### src/logic/isp_pkg.sv
// Notes on behaviour
// - Simultaneous pending requests are served lowest priority number first, 0 highest.
// - Low-voltage request, priority 0, vector 0004h, only while detector mode bit is 0.
// - Four external pin edge requests, priorities 1 to 4, vectors 0006h to 000ch.
// - Serial unit B receive error, priority 5, vector 0012h.
// - Serial unit B receive complete, priority 6, vector 0014h.
// - Serial unit B transmit complete, priority 7, vector 0016h.
// - Clocked serial done and serial A transmit done share priority 8, vector 0018h.
// - Timer H1 compare match in compare mode, priority 9, vector 001ah.
// - Timer H0 compare match in compare mode, priority 10, vector 001ch.
// - Eight-bit timer A compare match in compare mode, priority 11, vector 001eh.
// - Timer16 channel A: first compare match, or pin B edge in capture mode; 0020h.
// - Timer16 channel B: second compare match, or pin A edge in capture mode; 0022h.
// - Conversion done, priority 14, vector 0024h, only on variant with converter.
// - Serial unit A receive done or receive error share priority 15, vector 0026h.
// - Counter fixed-cycle and alarm match share priority 16, vector 0028h.
// - Eight-bit timer B compare match in compare mode, priority 17, vector 002ah.
// - In carrier mode timer B request follows carrier transfer signal, not compare match.
// - Key input priority 18 vector 002ch; counter interval priority 19 vector 002eh.
`default_nettype none
package isp_pkg;
    localparam int ISP_NUM_SRC = 20;
    localparam int ISP_IDX_W = 5;
    localparam int ISP_VEC_W = 16;

    // Source index equals default priority
    localparam logic [ISP_IDX_W-1:0] ISP_IDX_LVI = 5'h00;
    localparam logic [ISP_IDX_W-1:0] ISP_IDX_T16A = 5'h0c;
    localparam logic [ISP_IDX_W-1:0] ISP_IDX_CONV = 5'h0e;
    localparam logic [ISP_IDX_W-1:0] ISP_IDX_T8B = 5'h11;

    localparam logic [ISP_NUM_SRC-1:0] ISP_FLAGS_RESET = 20'h00000;
    localparam logic [ISP_VEC_W-1:0] ISP_VECTOR_RESET = 16'h0000;

    // Vector table address per priority level
    localparam logic [ISP_VEC_W-1:0] ISP_VEC_TABLE [ISP_NUM_SRC] = '{
        16'h0004, 16'h0006, 16'h0008, 16'h000a, 16'h000c,
        16'h0012, 16'h0014, 16'h0016, 16'h0018, 16'h001a,
        16'h001c, 16'h001e, 16'h0020, 16'h0022, 16'h0024,
        16'h0026, 16'h0028, 16'h002a, 16'h002c, 16'h002e
    };

    typedef enum logic [1:0] {
        ISP_IDLE = 2'b00,
        ISP_HOLD = 2'b01
    } isp_state_t;

    function automatic logic [ISP_VEC_W-1:0] isp_vector(input logic [ISP_IDX_W-1:0] idx);
        isp_vector = ISP_VEC_TABLE[idx];
    endfunction
endpackage
`default_nettype wire

### src/logic/isp_enc_if.sv
`timescale 1ns/1ps
`default_nettype none
interface isp_enc_if;
    import isp_pkg::*;
    logic [ISP_NUM_SRC-1:0] pending;
    logic [ISP_IDX_W-1:0] win_idx;
    logic win_valid;
    modport enc (input pending, output win_idx, output win_valid);
    modport ctl (output pending, input win_idx, input win_valid);
endinterface
`default_nettype wire

### src/logic/isp_encoder.sv
`timescale 1ns/1ps
`default_nettype none
module isp_encoder
    import isp_pkg::*;
(
    input wire logic clk,
    input wire logic rst,
    isp_enc_if.enc bus
);
    logic [ISP_IDX_W-1:0] pick;
    logic found;
    logic [ISP_IDX_W-1:0] win_idx_reg;
    logic win_valid_reg;
    logic [ISP_NUM_SRC-1:0] pend_prev;

    // Scan from the bottom level down; the last hit, lowest index, wins
    always_comb begin
        pick = '0;
        found = 1'b0;
        for (int i = ISP_NUM_SRC - 1; i >= 0; i--) begin
            if (bus.pending[i]) begin
                pick = ISP_IDX_W'(i);
                found = 1'b1;
            end
        end
    end

    // Registered result keeps the long compare chain off the grant path
    always_ff @(posedge clk) begin
        if (rst) begin
            win_idx_reg <= '0;
            win_valid_reg <= 1'b0;
            pend_prev <= '0;
        end else begin
            win_idx_reg <= pick;
            win_valid_reg <= found;
            pend_prev <= bus.pending;
        end
    end

    assign bus.win_idx = win_idx_reg;
    assign bus.win_valid = win_valid_reg;

    // Checks on the priority pick
    wire [ISP_NUM_SRC-1:0] below_win = (20'h00001 << win_idx_reg) - 20'h00001;

    AST_NO_HIGHER_PENDING: assert property (@(posedge clk) disable iff (rst)
        win_valid_reg |-> ((pend_prev & below_win) == 20'h00000)
    ) else $error("a higher priority request was passed over");

    AST_WINNER_IS_PENDING: assert property (@(posedge clk) disable iff (rst)
        win_valid_reg |-> pend_prev[win_idx_reg]
    ) else $error("winner was not pending");

    COV_TWO_AT_ONCE: cover property (@(posedge clk) disable iff (rst)
        $countones(bus.pending) >= 2 ##1 win_valid_reg);
endmodule // isp_encoder
`default_nettype wire

### src/logic/isp_prioritizer.sv
`timescale 1ns/1ps
`default_nettype none
module isp_prioritizer
    import isp_pkg::*;
#(
    parameter bit HAS_CONVERTER = 1'b1
)
(
    input wire logic CORE_CLK,
    input wire logic RESET,
    // Event pulses from peripherals and external pins, with the mode bits that gate them
    input wire logic LOW_VOLTAGE_REQUEST,
    input wire logic VOLTAGE_DETECT_MODE_BIT,
    input wire logic EXT_PIN_REQUEST_A,
    input wire logic EXT_PIN_REQUEST_B,
    input wire logic EXT_PIN_REQUEST_C,
    input wire logic EXT_PIN_REQUEST_D,
    input wire logic SERIAL_B_RX_ERROR_REQUEST,
    input wire logic SERIAL_B_RX_DONE_REQUEST,
    input wire logic SERIAL_B_TX_DONE_REQUEST,
    input wire logic CLOCKED_SERIAL_DONE_REQUEST,
    input wire logic SERIAL_A_TX_DONE_REQUEST,
    input wire logic TIMER_H_ONE_MATCH_REQUEST,
    input wire logic TIMER_H_ONE_COMPARE_MODE,
    input wire logic TIMER_H_ZERO_MATCH_REQUEST,
    input wire logic TIMER_H_ZERO_COMPARE_MODE,
    input wire logic TIMER_EIGHT_A_MATCH_REQUEST,
    input wire logic TIMER_EIGHT_A_COMPARE_MODE,
    input wire logic TIMER16_MATCH_A,
    input wire logic TIMER16_MATCH_B,
    input wire logic TIMER16_CAPTURE_MODE,
    input wire logic TIMER16_INPUT_PIN_A_EDGE,
    input wire logic TIMER16_INPUT_PIN_B_EDGE,
    input wire logic CONVERSION_DONE_REQUEST,
    input wire logic SERIAL_A_RX_DONE,
    input wire logic SERIAL_A_RX_ERROR,
    input wire logic RTC_CYCLE,
    input wire logic RTC_ALARM,
    input wire logic TIMER_EIGHT_B_MATCH_REQUEST,
    input wire logic TIMER_EIGHT_B_COMPARE_MODE,
    input wire logic CARRIER_MODE,
    input wire logic CARRIER_TRANSFER_SIGNAL,
    input wire logic KEY_INPUT_REQUEST,
    input wire logic RTC_INTERVAL_REQUEST,
    // Per-source mask, one bit per priority level
    input wire logic [ISP_NUM_SRC-1:0] SOURCE_MASK,
    // Core handshake
    input wire logic CPU_ACK,
    input wire logic CPU_FETCH_DONE,
    output logic INT_REQUEST,
    output logic [ISP_VEC_W-1:0] VECTOR_ADDR,
    output logic VECTOR_VALID,
    output logic [ISP_NUM_SRC-1:0] PENDING_FLAGS
);
    isp_enc_if enc_bus ();

    logic [ISP_NUM_SRC-1:0] raw_req;
    logic [ISP_NUM_SRC-1:0] flag_reg;
    logic [ISP_NUM_SRC-1:0] flag_next;
    logic [ISP_NUM_SRC-1:0] clr_vec;
    isp_state_t state_reg;
    isp_state_t state_next;
    logic int_request_reg;
    logic int_request_next;
    logic [ISP_VEC_W-1:0] vector_reg;
    logic [ISP_VEC_W-1:0] vector_next;
    logic vector_valid_reg;
    logic vector_valid_next;
    logic [ISP_IDX_W-1:0] grant_idx_reg;

    // Source conditioning: modes decide which event raises each level
    assign raw_req[0] = LOW_VOLTAGE_REQUEST && !VOLTAGE_DETECT_MODE_BIT;
    assign raw_req[1] = EXT_PIN_REQUEST_A;
    assign raw_req[2] = EXT_PIN_REQUEST_B;
    assign raw_req[3] = EXT_PIN_REQUEST_C;
    assign raw_req[4] = EXT_PIN_REQUEST_D;
    assign raw_req[5] = SERIAL_B_RX_ERROR_REQUEST;
    assign raw_req[6] = SERIAL_B_RX_DONE_REQUEST;
    assign raw_req[7] = SERIAL_B_TX_DONE_REQUEST;
    assign raw_req[8] = CLOCKED_SERIAL_DONE_REQUEST || SERIAL_A_TX_DONE_REQUEST;
    assign raw_req[9] = TIMER_H_ONE_MATCH_REQUEST && TIMER_H_ONE_COMPARE_MODE;
    assign raw_req[10] = TIMER_H_ZERO_MATCH_REQUEST && TIMER_H_ZERO_COMPARE_MODE;
    assign raw_req[11] = TIMER_EIGHT_A_MATCH_REQUEST && TIMER_EIGHT_A_COMPARE_MODE;
    // Capture mode swaps the cause; note the pins cross over
    assign raw_req[12] = TIMER16_CAPTURE_MODE ? TIMER16_INPUT_PIN_B_EDGE
                                              : TIMER16_MATCH_A;
    assign raw_req[13] = TIMER16_CAPTURE_MODE ? TIMER16_INPUT_PIN_A_EDGE
                                              : TIMER16_MATCH_B;
    // Tied off on the variant without a converter
    assign raw_req[14] = HAS_CONVERTER && CONVERSION_DONE_REQUEST;
    assign raw_req[15] = SERIAL_A_RX_DONE || SERIAL_A_RX_ERROR;
    assign raw_req[16] = RTC_CYCLE || RTC_ALARM;
    // Carrier mode ignores plain matches of timer B
    assign raw_req[17] = CARRIER_MODE ? CARRIER_TRANSFER_SIGNAL
        : (TIMER_EIGHT_B_MATCH_REQUEST && TIMER_EIGHT_B_COMPARE_MODE);
    assign raw_req[18] = KEY_INPUT_REQUEST;
    assign raw_req[19] = RTC_INTERVAL_REQUEST;

    // Handshake decode
    wire take = (state_reg == ISP_IDLE) && int_request_reg && CPU_ACK;
    wire release_vec = (state_reg == ISP_HOLD) && CPU_FETCH_DONE;

    // Only the granted level is cleared, and only on a taken acknowledge
    assign clr_vec = take ? (20'h00001 << grant_idx_reg) : 20'h00000;

    // Sticky flags; a new event in the clear cycle survives
    generate
        for (genvar g = 0; g < ISP_NUM_SRC; g++) begin : g_flag
            assign flag_next[g] = raw_req[g] || (flag_reg[g] && !clr_vec[g]);
        end
    endgenerate

    always_ff @(posedge CORE_CLK) begin
        if (RESET) begin
            flag_reg <= ISP_FLAGS_RESET;
        end else begin
            flag_reg <= flag_next;
        end
    end

    assign enc_bus.pending = flag_reg & ~SOURCE_MASK;

    isp_encoder u_enc (
        .clk(CORE_CLK),
        .rst(RESET),
        .bus(enc_bus)
    );

    // Grant state: idle offers a request, hold freezes the vector
    always_comb begin
        state_next = state_reg;
        unique case (state_reg)
            ISP_IDLE: begin
                if (take) begin
                    state_next = ISP_HOLD;
                end
            end
            ISP_HOLD: begin
                if (release_vec) begin
                    state_next = ISP_IDLE;
                end
            end
            default: state_next = ISP_IDLE;
        endcase
    end

    // Request drops while a vector is held; the encoder result is one
    // cycle old, so the cleared flag is gone before hold ends
    assign int_request_next = (state_next == ISP_IDLE) && !release_vec
                              && !take && enc_bus.win_valid;
    assign vector_next = take ? isp_vector(grant_idx_reg) : vector_reg;
    assign vector_valid_next = take || (vector_valid_reg && !release_vec);

    always_ff @(posedge CORE_CLK) begin
        if (RESET) begin
            state_reg <= ISP_IDLE;
            int_request_reg <= 1'b0;
            vector_reg <= ISP_VECTOR_RESET;
            vector_valid_reg <= 1'b0;
            grant_idx_reg <= '0;
        end else begin
            state_reg <= state_next;
            int_request_reg <= int_request_next;
            vector_reg <= vector_next;
            vector_valid_reg <= vector_valid_next;
            if (int_request_next) begin
                grant_idx_reg <= enc_bus.win_idx;
            end
        end
    end

    // Winner index is reloaded each cycle the request is raised, so ack clears and vectors one choice
    assign INT_REQUEST = int_request_reg;
    assign VECTOR_ADDR = vector_reg;
    assign VECTOR_VALID = vector_valid_reg;
    assign PENDING_FLAGS = flag_reg;

    // Checks
    AST_LVI_GATED: assert property (@(posedge CORE_CLK) disable iff (RESET)
        VOLTAGE_DETECT_MODE_BIT && !flag_reg[0] |=> !flag_reg[0]
    ) else $error("low-voltage flag set while mode bit is one");

    AST_PIN_EDGE_SETS: assert property (@(posedge CORE_CLK) disable iff (RESET)
        EXT_PIN_REQUEST_D |=> flag_reg[4]
    ) else $error("pin D edge did not set its flag");

    AST_SERIAL_B: assert property (@(posedge CORE_CLK) disable iff (RESET)
        SERIAL_B_RX_ERROR_REQUEST |=> flag_reg[5]
    ) else $error("serial B error flag not set");

    AST_SHARED_EIGHT: assert property (@(posedge CORE_CLK) disable iff (RESET)
        SERIAL_A_TX_DONE_REQUEST || CLOCKED_SERIAL_DONE_REQUEST |=> flag_reg[8]
    ) else $error("shared level 8 flag not set");

    AST_T16_CAPTURE: assert property (@(posedge CORE_CLK) disable iff (RESET)
        TIMER16_CAPTURE_MODE && TIMER16_MATCH_A && !TIMER16_INPUT_PIN_B_EDGE
        && !flag_reg[12] |=> !flag_reg[12]
    ) else $error("compare match raised channel A in capture mode");

    AST_T16_PIN_SWAP: assert property (@(posedge CORE_CLK) disable iff (RESET)
        TIMER16_CAPTURE_MODE && TIMER16_INPUT_PIN_A_EDGE |=> flag_reg[13]
    ) else $error("pin A edge did not raise channel B");

    AST_NO_CONVERTER: assert property (@(posedge CORE_CLK) disable iff (RESET)
        (!HAS_CONVERTER |-> !flag_reg[ISP_IDX_CONV])
        and (CONVERSION_DONE_REQUEST |=> flag_reg[ISP_IDX_CONV] == HAS_CONVERTER)
    ) else $error("conversion flag does not follow the variant");

    AST_CARRIER: assert property (@(posedge CORE_CLK) disable iff (RESET)
        CARRIER_MODE && !CARRIER_TRANSFER_SIGNAL && !flag_reg[ISP_IDX_T8B]
        |=> !flag_reg[ISP_IDX_T8B]
    ) else $error("timer B raised outside carrier transfer");

    AST_VECTOR_MAP: assert property (@(posedge CORE_CLK) disable iff (RESET)
        take |=> VECTOR_VALID && VECTOR_ADDR == isp_vector($past(grant_idx_reg))
    ) else $error("vector does not match granted level");

    AST_VECTOR_HOLD: assert property (@(posedge CORE_CLK) disable iff (RESET)
        VECTOR_VALID && !CPU_FETCH_DONE |=> VECTOR_VALID && $stable(VECTOR_ADDR)
    ) else $error("vector changed before fetch done");

    AST_ACK_CLEARS: assert property (@(posedge CORE_CLK) disable iff (RESET)
        take && !raw_req[grant_idx_reg] |=> !flag_reg[$past(grant_idx_reg)]
    ) else $error("granted flag not cleared");

    // Each enabled source lands on its own level one cycle after the event
    AST_LOW_VOLT_SETS: assert property (@(posedge CORE_CLK) disable iff (RESET)
        LOW_VOLTAGE_REQUEST && !VOLTAGE_DETECT_MODE_BIT |=> flag_reg[0]
    ) else $error("low-voltage flag not set");

    AST_PIN_A_SETS: assert property (@(posedge CORE_CLK) disable iff (RESET)
        EXT_PIN_REQUEST_A |=> flag_reg[1]
    ) else $error("pin A edge did not set its flag");

    AST_PIN_B_SETS: assert property (@(posedge CORE_CLK) disable iff (RESET)
        EXT_PIN_REQUEST_B |=> flag_reg[2]
    ) else $error("pin B edge did not set its flag");

    AST_PIN_C_SETS: assert property (@(posedge CORE_CLK) disable iff (RESET)
        EXT_PIN_REQUEST_C |=> flag_reg[3]
    ) else $error("pin C edge did not set its flag");

    AST_SERIAL_B_RX_DONE: assert property (@(posedge CORE_CLK) disable iff (RESET)
        SERIAL_B_RX_DONE_REQUEST |=> flag_reg[6]
    ) else $error("serial B receive flag not set");

    AST_SERIAL_B_TX_DONE: assert property (@(posedge CORE_CLK) disable iff (RESET)
        SERIAL_B_TX_DONE_REQUEST |=> flag_reg[7]
    ) else $error("serial B transmit flag not set");

    AST_TIMER_H_ONE: assert property (@(posedge CORE_CLK) disable iff (RESET)
        TIMER_H_ONE_MATCH_REQUEST && TIMER_H_ONE_COMPARE_MODE |=> flag_reg[9]
    ) else $error("timer H1 flag not set");

    AST_TIMER_H_ZERO: assert property (@(posedge CORE_CLK) disable iff (RESET)
        TIMER_H_ZERO_MATCH_REQUEST && TIMER_H_ZERO_COMPARE_MODE |=> flag_reg[10]
    ) else $error("timer H0 flag not set");

    AST_TIMER_EIGHT_A: assert property (@(posedge CORE_CLK) disable iff (RESET)
        TIMER_EIGHT_A_MATCH_REQUEST && TIMER_EIGHT_A_COMPARE_MODE |=> flag_reg[11]
    ) else $error("timer A flag not set");

    AST_T16_MATCH_A: assert property (@(posedge CORE_CLK) disable iff (RESET)
        !TIMER16_CAPTURE_MODE && TIMER16_MATCH_A |=> flag_reg[12]
    ) else $error("first match did not raise channel A");

    AST_T16_PIN_B: assert property (@(posedge CORE_CLK) disable iff (RESET)
        TIMER16_CAPTURE_MODE && TIMER16_INPUT_PIN_B_EDGE |=> flag_reg[12]
    ) else $error("pin B edge did not raise channel A");

    AST_T16_MATCH_B: assert property (@(posedge CORE_CLK) disable iff (RESET)
        !TIMER16_CAPTURE_MODE && TIMER16_MATCH_B |=> flag_reg[13]
    ) else $error("second match did not raise channel B");

    AST_T16_NO_MATCH_B: assert property (@(posedge CORE_CLK) disable iff (RESET)
        TIMER16_CAPTURE_MODE && TIMER16_MATCH_B && !TIMER16_INPUT_PIN_A_EDGE
        && !flag_reg[13] |=> !flag_reg[13]
    ) else $error("compare match raised channel B in capture mode");

    AST_SERIAL_A_RX: assert property (@(posedge CORE_CLK) disable iff (RESET)
        SERIAL_A_RX_DONE || SERIAL_A_RX_ERROR |=> flag_reg[15]
    ) else $error("serial A receive flag not set");

    AST_RTC_SHARED: assert property (@(posedge CORE_CLK) disable iff (RESET)
        RTC_CYCLE || RTC_ALARM |=> flag_reg[16]
    ) else $error("counter cycle or alarm flag not set");

    AST_TIMER_EIGHT_B: assert property (@(posedge CORE_CLK) disable iff (RESET)
        !CARRIER_MODE && TIMER_EIGHT_B_MATCH_REQUEST && TIMER_EIGHT_B_COMPARE_MODE
        |=> flag_reg[ISP_IDX_T8B]
    ) else $error("timer B flag not set");

    AST_CARRIER_SETS: assert property (@(posedge CORE_CLK) disable iff (RESET)
        CARRIER_MODE && CARRIER_TRANSFER_SIGNAL |=> flag_reg[ISP_IDX_T8B]
    ) else $error("carrier transfer did not raise timer B");

    AST_KEY_SETS: assert property (@(posedge CORE_CLK) disable iff (RESET)
        KEY_INPUT_REQUEST |=> flag_reg[18]
    ) else $error("key input flag not set");

    AST_INTERVAL_SETS: assert property (@(posedge CORE_CLK) disable iff (RESET)
        RTC_INTERVAL_REQUEST |=> flag_reg[19]
    ) else $error("counter interval flag not set");

    // Compare mode off: the level has no other cause, so it must stay clear
    AST_H_ONE_MODE_OFF: assert property (@(posedge CORE_CLK) disable iff (RESET)
        !TIMER_H_ONE_COMPARE_MODE && !flag_reg[9] |=> !flag_reg[9]
    ) else $error("timer H1 flag set outside compare mode");

    AST_H_ZERO_MODE_OFF: assert property (@(posedge CORE_CLK) disable iff (RESET)
        !TIMER_H_ZERO_COMPARE_MODE && !flag_reg[10] |=> !flag_reg[10]
    ) else $error("timer H0 flag set outside compare mode");

    AST_EIGHT_A_MODE_OFF: assert property (@(posedge CORE_CLK) disable iff (RESET)
        !TIMER_EIGHT_A_COMPARE_MODE && !flag_reg[11] |=> !flag_reg[11]
    ) else $error("timer A flag set outside compare mode");

    // Handshake shape: one offer or one held vector, never both
    AST_NO_REQ_IN_HOLD: assert property (@(posedge CORE_CLK) disable iff (RESET)
        state_reg == ISP_HOLD |-> !INT_REQUEST
    ) else $error("request offered while a vector is held");

    AST_REQ_NOT_WITH_VEC: assert property (@(posedge CORE_CLK) disable iff (RESET)
        INT_REQUEST |-> !VECTOR_VALID
    ) else $error("request and vector shown together");

    AST_DROP_ON_TAKE: assert property (@(posedge CORE_CLK) disable iff (RESET)
        take |=> !INT_REQUEST
    ) else $error("request stayed up after acknowledge");

    AST_FETCH_ENDS: assert property (@(posedge CORE_CLK) disable iff (RESET)
        VECTOR_VALID && CPU_FETCH_DONE |=> !VECTOR_VALID
    ) else $error("vector still valid after fetch done");

    COV_GRANT: cover property (@(posedge CORE_CLK) disable iff (RESET)
        take ##[1:4] release_vec);
    COV_CAPTURE: cover property (@(posedge CORE_CLK) disable iff (RESET)
        TIMER16_CAPTURE_MODE && TIMER16_INPUT_PIN_B_EDGE);
    COV_CARRIER: cover property (@(posedge CORE_CLK) disable iff (RESET)
        CARRIER_MODE && CARRIER_TRANSFER_SIGNAL);
    COV_SET_AND_CLEAR: cover property (@(posedge CORE_CLK) disable iff (RESET)
        take && raw_req[grant_idx_reg]);
endmodule // isp_prioritizer
`default_nettype wire

### config.mk
export PLATFORM = sky130hd
export DESIGN_NAME = isp_prioritizer
export DESIGN_NICKNAME = d
export VERILOG_FILES = /design/src/logic/isp_pkg.sv /design/src/logic/isp_enc_if.sv /design/src/logic/isp_encoder.sv /design/src/logic/isp_prioritizer.sv
export SDC_FILE = /design/constraint.sdc
export NUM_CORES = 1
export LEC_CHECK = 0
export BUFFER_PORTS_ARGS = -buffer_cell sky130_fd_sc_hd__buf_2
export CORE_ASPECT_RATIO = 1.5
export CORE_UTILIZATION = 49
export CTS_CLUSTER_DIAMETER = 200
export DETAILED_ROUTE_END_ITERATION = 10
export PLACE_DENSITY = 0.84
export SYNTH_ARGS = -nofsm -noshare
export SYNTH_HDL_FRONTEND = slang
export SYNTH_HIERARCHICAL = 1
export SYNTH_SLANG_ARGS = --single-unit
export TNS_END_PERCENT = 5
### constraint.sdc
create_clock -name CORE_CLK -period 3.3 [get_ports CORE_CLK]
set_clock_uncertainty 0.15 [all_clocks]
set_input_delay 0.33 -clock CORE_CLK [delete_from_list [all_inputs] [get_ports CORE_CLK]]
set_output_delay 0.33 -clock CORE_CLK [all_outputs]
set_load 0.01 [all_outputs]
==> qor.yml <==
outcome:
  outcome: "finished, final reports clean"
finish:
  layout_common_cells: "buf_2 (83), dfxtp_1 (40), a21oi_1 (31), nor2_1 (26), nor2b_1 (23)"
  final_common_cell: "buf_2"
  antenna_cells: 0
  fillers: 382
  multiInputGateArea_um2: 1050
  largest_register_ffs: 20
  area_growth_pct: 23.8
  nNetsFinal: 381
  drive_above_1_share: 0.305
  ff_latch_area_um2: 801
floorplan:
  rows: 28
  fp.dieW_um: 54.0
  die_y_um: 80.0
  coreArea_um2: 3920
  start_util: 0.506
  die_area_um2: 4320
  ios: 95
route:
  routed_wirelength_um: 4930
  vias_per_cell: 5.38
  routed-wl-met2_um: 2710
  highest_layer: "met4"
  route.met3.wl_um: 250
  drc_errors: 0
  num_vias: 1990
  drt-wirelength-per-cell_um: 13.3
  drtAntennaViolNets: 0
  wl_met1_um: 1800
  first_iter_violations: 51
  drtPass1Iterations: 4
yosys:
  ys_async_sr_fraction: 0
  syn_area_per_cell_um2: 8.14
  ys_seq_area_frac: 0.403
  syn_area_um2: 1990
  yosysWarnings: 6
  synth-edff-count: 0
  postSynthCellCount: 244
  yosys.cell_types.count: 41
  synthFlopType: "dfxtp_1"
  ys_seq_elements: 40
sta:
  tightestPinTransition_ns: 0.638
  slew_headroom: 0.575
  fin_ws_ns: 1.53
  finalSetupViolCount: 0
  final.min_clock_period_ns: 1.77
  fin_crit_sh: 0.537
  hold_viol_final: 0
  rsz0062_at_grt: "no"
  setup-tns-final_ns: 0
  report.final.slew_viol_count: 0
  clock.fmax_ghz: 0.564
setup_path:
  crit_type: "reg2reg"
  required_ns: 3.38
  reg2reg_depth: 5
  reg2reg_to: "u_enc/bus.win_idx[0]"
  cp-end-kind: "register"
  critical_path_arrival_ns: 1.85
  cp-start-kind: "register"
  crit_fanout: 4
  r2r_setup_slack_ns: 1.53
  r2r_start: "PENDING_FLAGS[9]"
min_path:
  hold_path_startpoint: "EXT_PIN_REQUEST_B"
  hp-class: "in2reg"
  hold_depth: 3
  worstHoldEndpoint: "PENDING_FLAGS[2]"
clocking:
  clk_path_buf_depth: 2
  cts-resized-gates: 0
  cts-hold-fix-buffers: 0
  clk_latency_ns: 0.30
  htree_num_levels: 2
  root_buffer: "clkbuf_8"
  clock_sinks: 40
  clk_pin_slew_ns: 0.07
  cts_buffers: 5
  cts_setup_buffers: 0
  cts_tree: "yes"
power:
  p_clk_frac: 0.315
  switching_share: 0.274
  power_frac_seq: 0.505
  ir_drop_mv: 0.274
  powerDensity_nw_per_um2: 433
  power_leakage_nw: 1.17
  p_int_mw: 0.773
  pwr-share-comb: 0.180
  p_switching_mw: 0.291
global_route:
  grt_pass1_wl_um: 7740
  grt-ovfl-total: 0
  grt_max_degree: 38
  grt_pass1_vias: 1821
  globalRouteTotalUtil: 0.248
  antenna_found_initial: 0
placement:
  dp_hpwl_um: 3800
  io_buffer_count: 83
  post-place-ws_ns: 1.50
  routabilityCongestion: 0.925
job:
  maxCapViolCount: 0
[how the worst max path moves through the flow]
| stage | from | to | cells after the start | slack (ns) |
|---|---|---|---|---|
| finish | PENDING_FLAGS[9] | u_enc/bus.win_idx[0] | 5 | 1.53 |
| global route | PENDING_FLAGS[9] | u_enc/bus.win_idx[0] | 5 | 1.37 |
| CTS | PENDING_FLAGS[4] | u_enc/bus.win_idx[0] | 5 | 1.55 |
| detailed placement | SOURCE_MASK[4] | u_enc/bus.win_idx[0] | 6 | 1.50 |
| global placement | SOURCE_MASK[9] | u_enc/bus.win_idx[0] | 6 | 1.53 |
| floorplan | PENDING_FLAGS[9] | u_enc/bus.win_idx[0] | 5 | 1.64 |
[logic make-up after synthesis]
kind of cell / Yosys count / share of synthesized area
and+or+nand+nor: 96 / 0.276
DFF: 40 / 0.403
other: 1 / 0.00189
muxes: 7 / 0.0353
buffers and inverters: 34 / 0.0900
AOI/OAI and AO/OA: 66 / 0.194
[metal layers]
| metal | vias to the layer above | track usage |
|---|---|---|
| li1 | 975 | - |
| met1 | 910 | 0.249 |
| met2 | 87 | 0.456 |
| met3 | 18 | 0.0400 |
| met4 | 0 | 0.136 |
| met5 | - | 0 |
[power groups by stage]
stage               clock, mW  combinational [mW]  sequential [mW]
floorplan                   0               0.123            0.548
finish                  0.335               0.192            0.538
CTS                     0.340               0.191            0.537
global placement            0               0.186            0.547
global route            0.365               0.213            0.542
detailed placement          0               0.190            0.548
[critical path, stage by stage (launching register included)]
cell	delay, ns
dfxtp_1	0.35
nor2b_1	0.26
inv_1	0.11
a2111oi_2	0.35
or3b_1	0.38
o21ai_1	0.11
[synthesized netlist by cell type (3+ instances only)]
cell type	count	share of area
dfxtp_1	40	0.40
a21oi_1	31	0.078
nor2_1	26	0.049
nor2b_1	23	0.072
o21ai_0	20	0.050
nand2_1	16	0.030
buf_4	13	0.049
inv_1	13	0.025
mux2i_1	7	0.035
nor4_1	7	0.022
nor3_1	6	0.015
clkbuf_1	5	0.0094
nand3b_1	3	0.011
o31ai_1	3	0.011
[through the flow]
step	hold WS, ns	util	area, µm²	power [mW]	std cells
2_1_floorplan	0.249	-	2030	0.671	255
3_3_place_gp	0.289	0.604	2370	0.732	362
3_5_place_dp	0.298	0.604	2370	0.738	362
4_1_cts	0.108	0.627	2460	1.07	370
5_1_grt	0.115	0.627	2460	1.12	370
6_report	0.107	0.627	2460	1.06	370
[layout make-up]
type                       count  share of cell area
timing repair buffer          83               0.169
multi-input combinational    181               0.426
tap                           45              0.0229
inverter                      13              0.0198
sequential                    40               0.326
clock buffer                   8              0.0366
(Power assumes the default switching activity.)
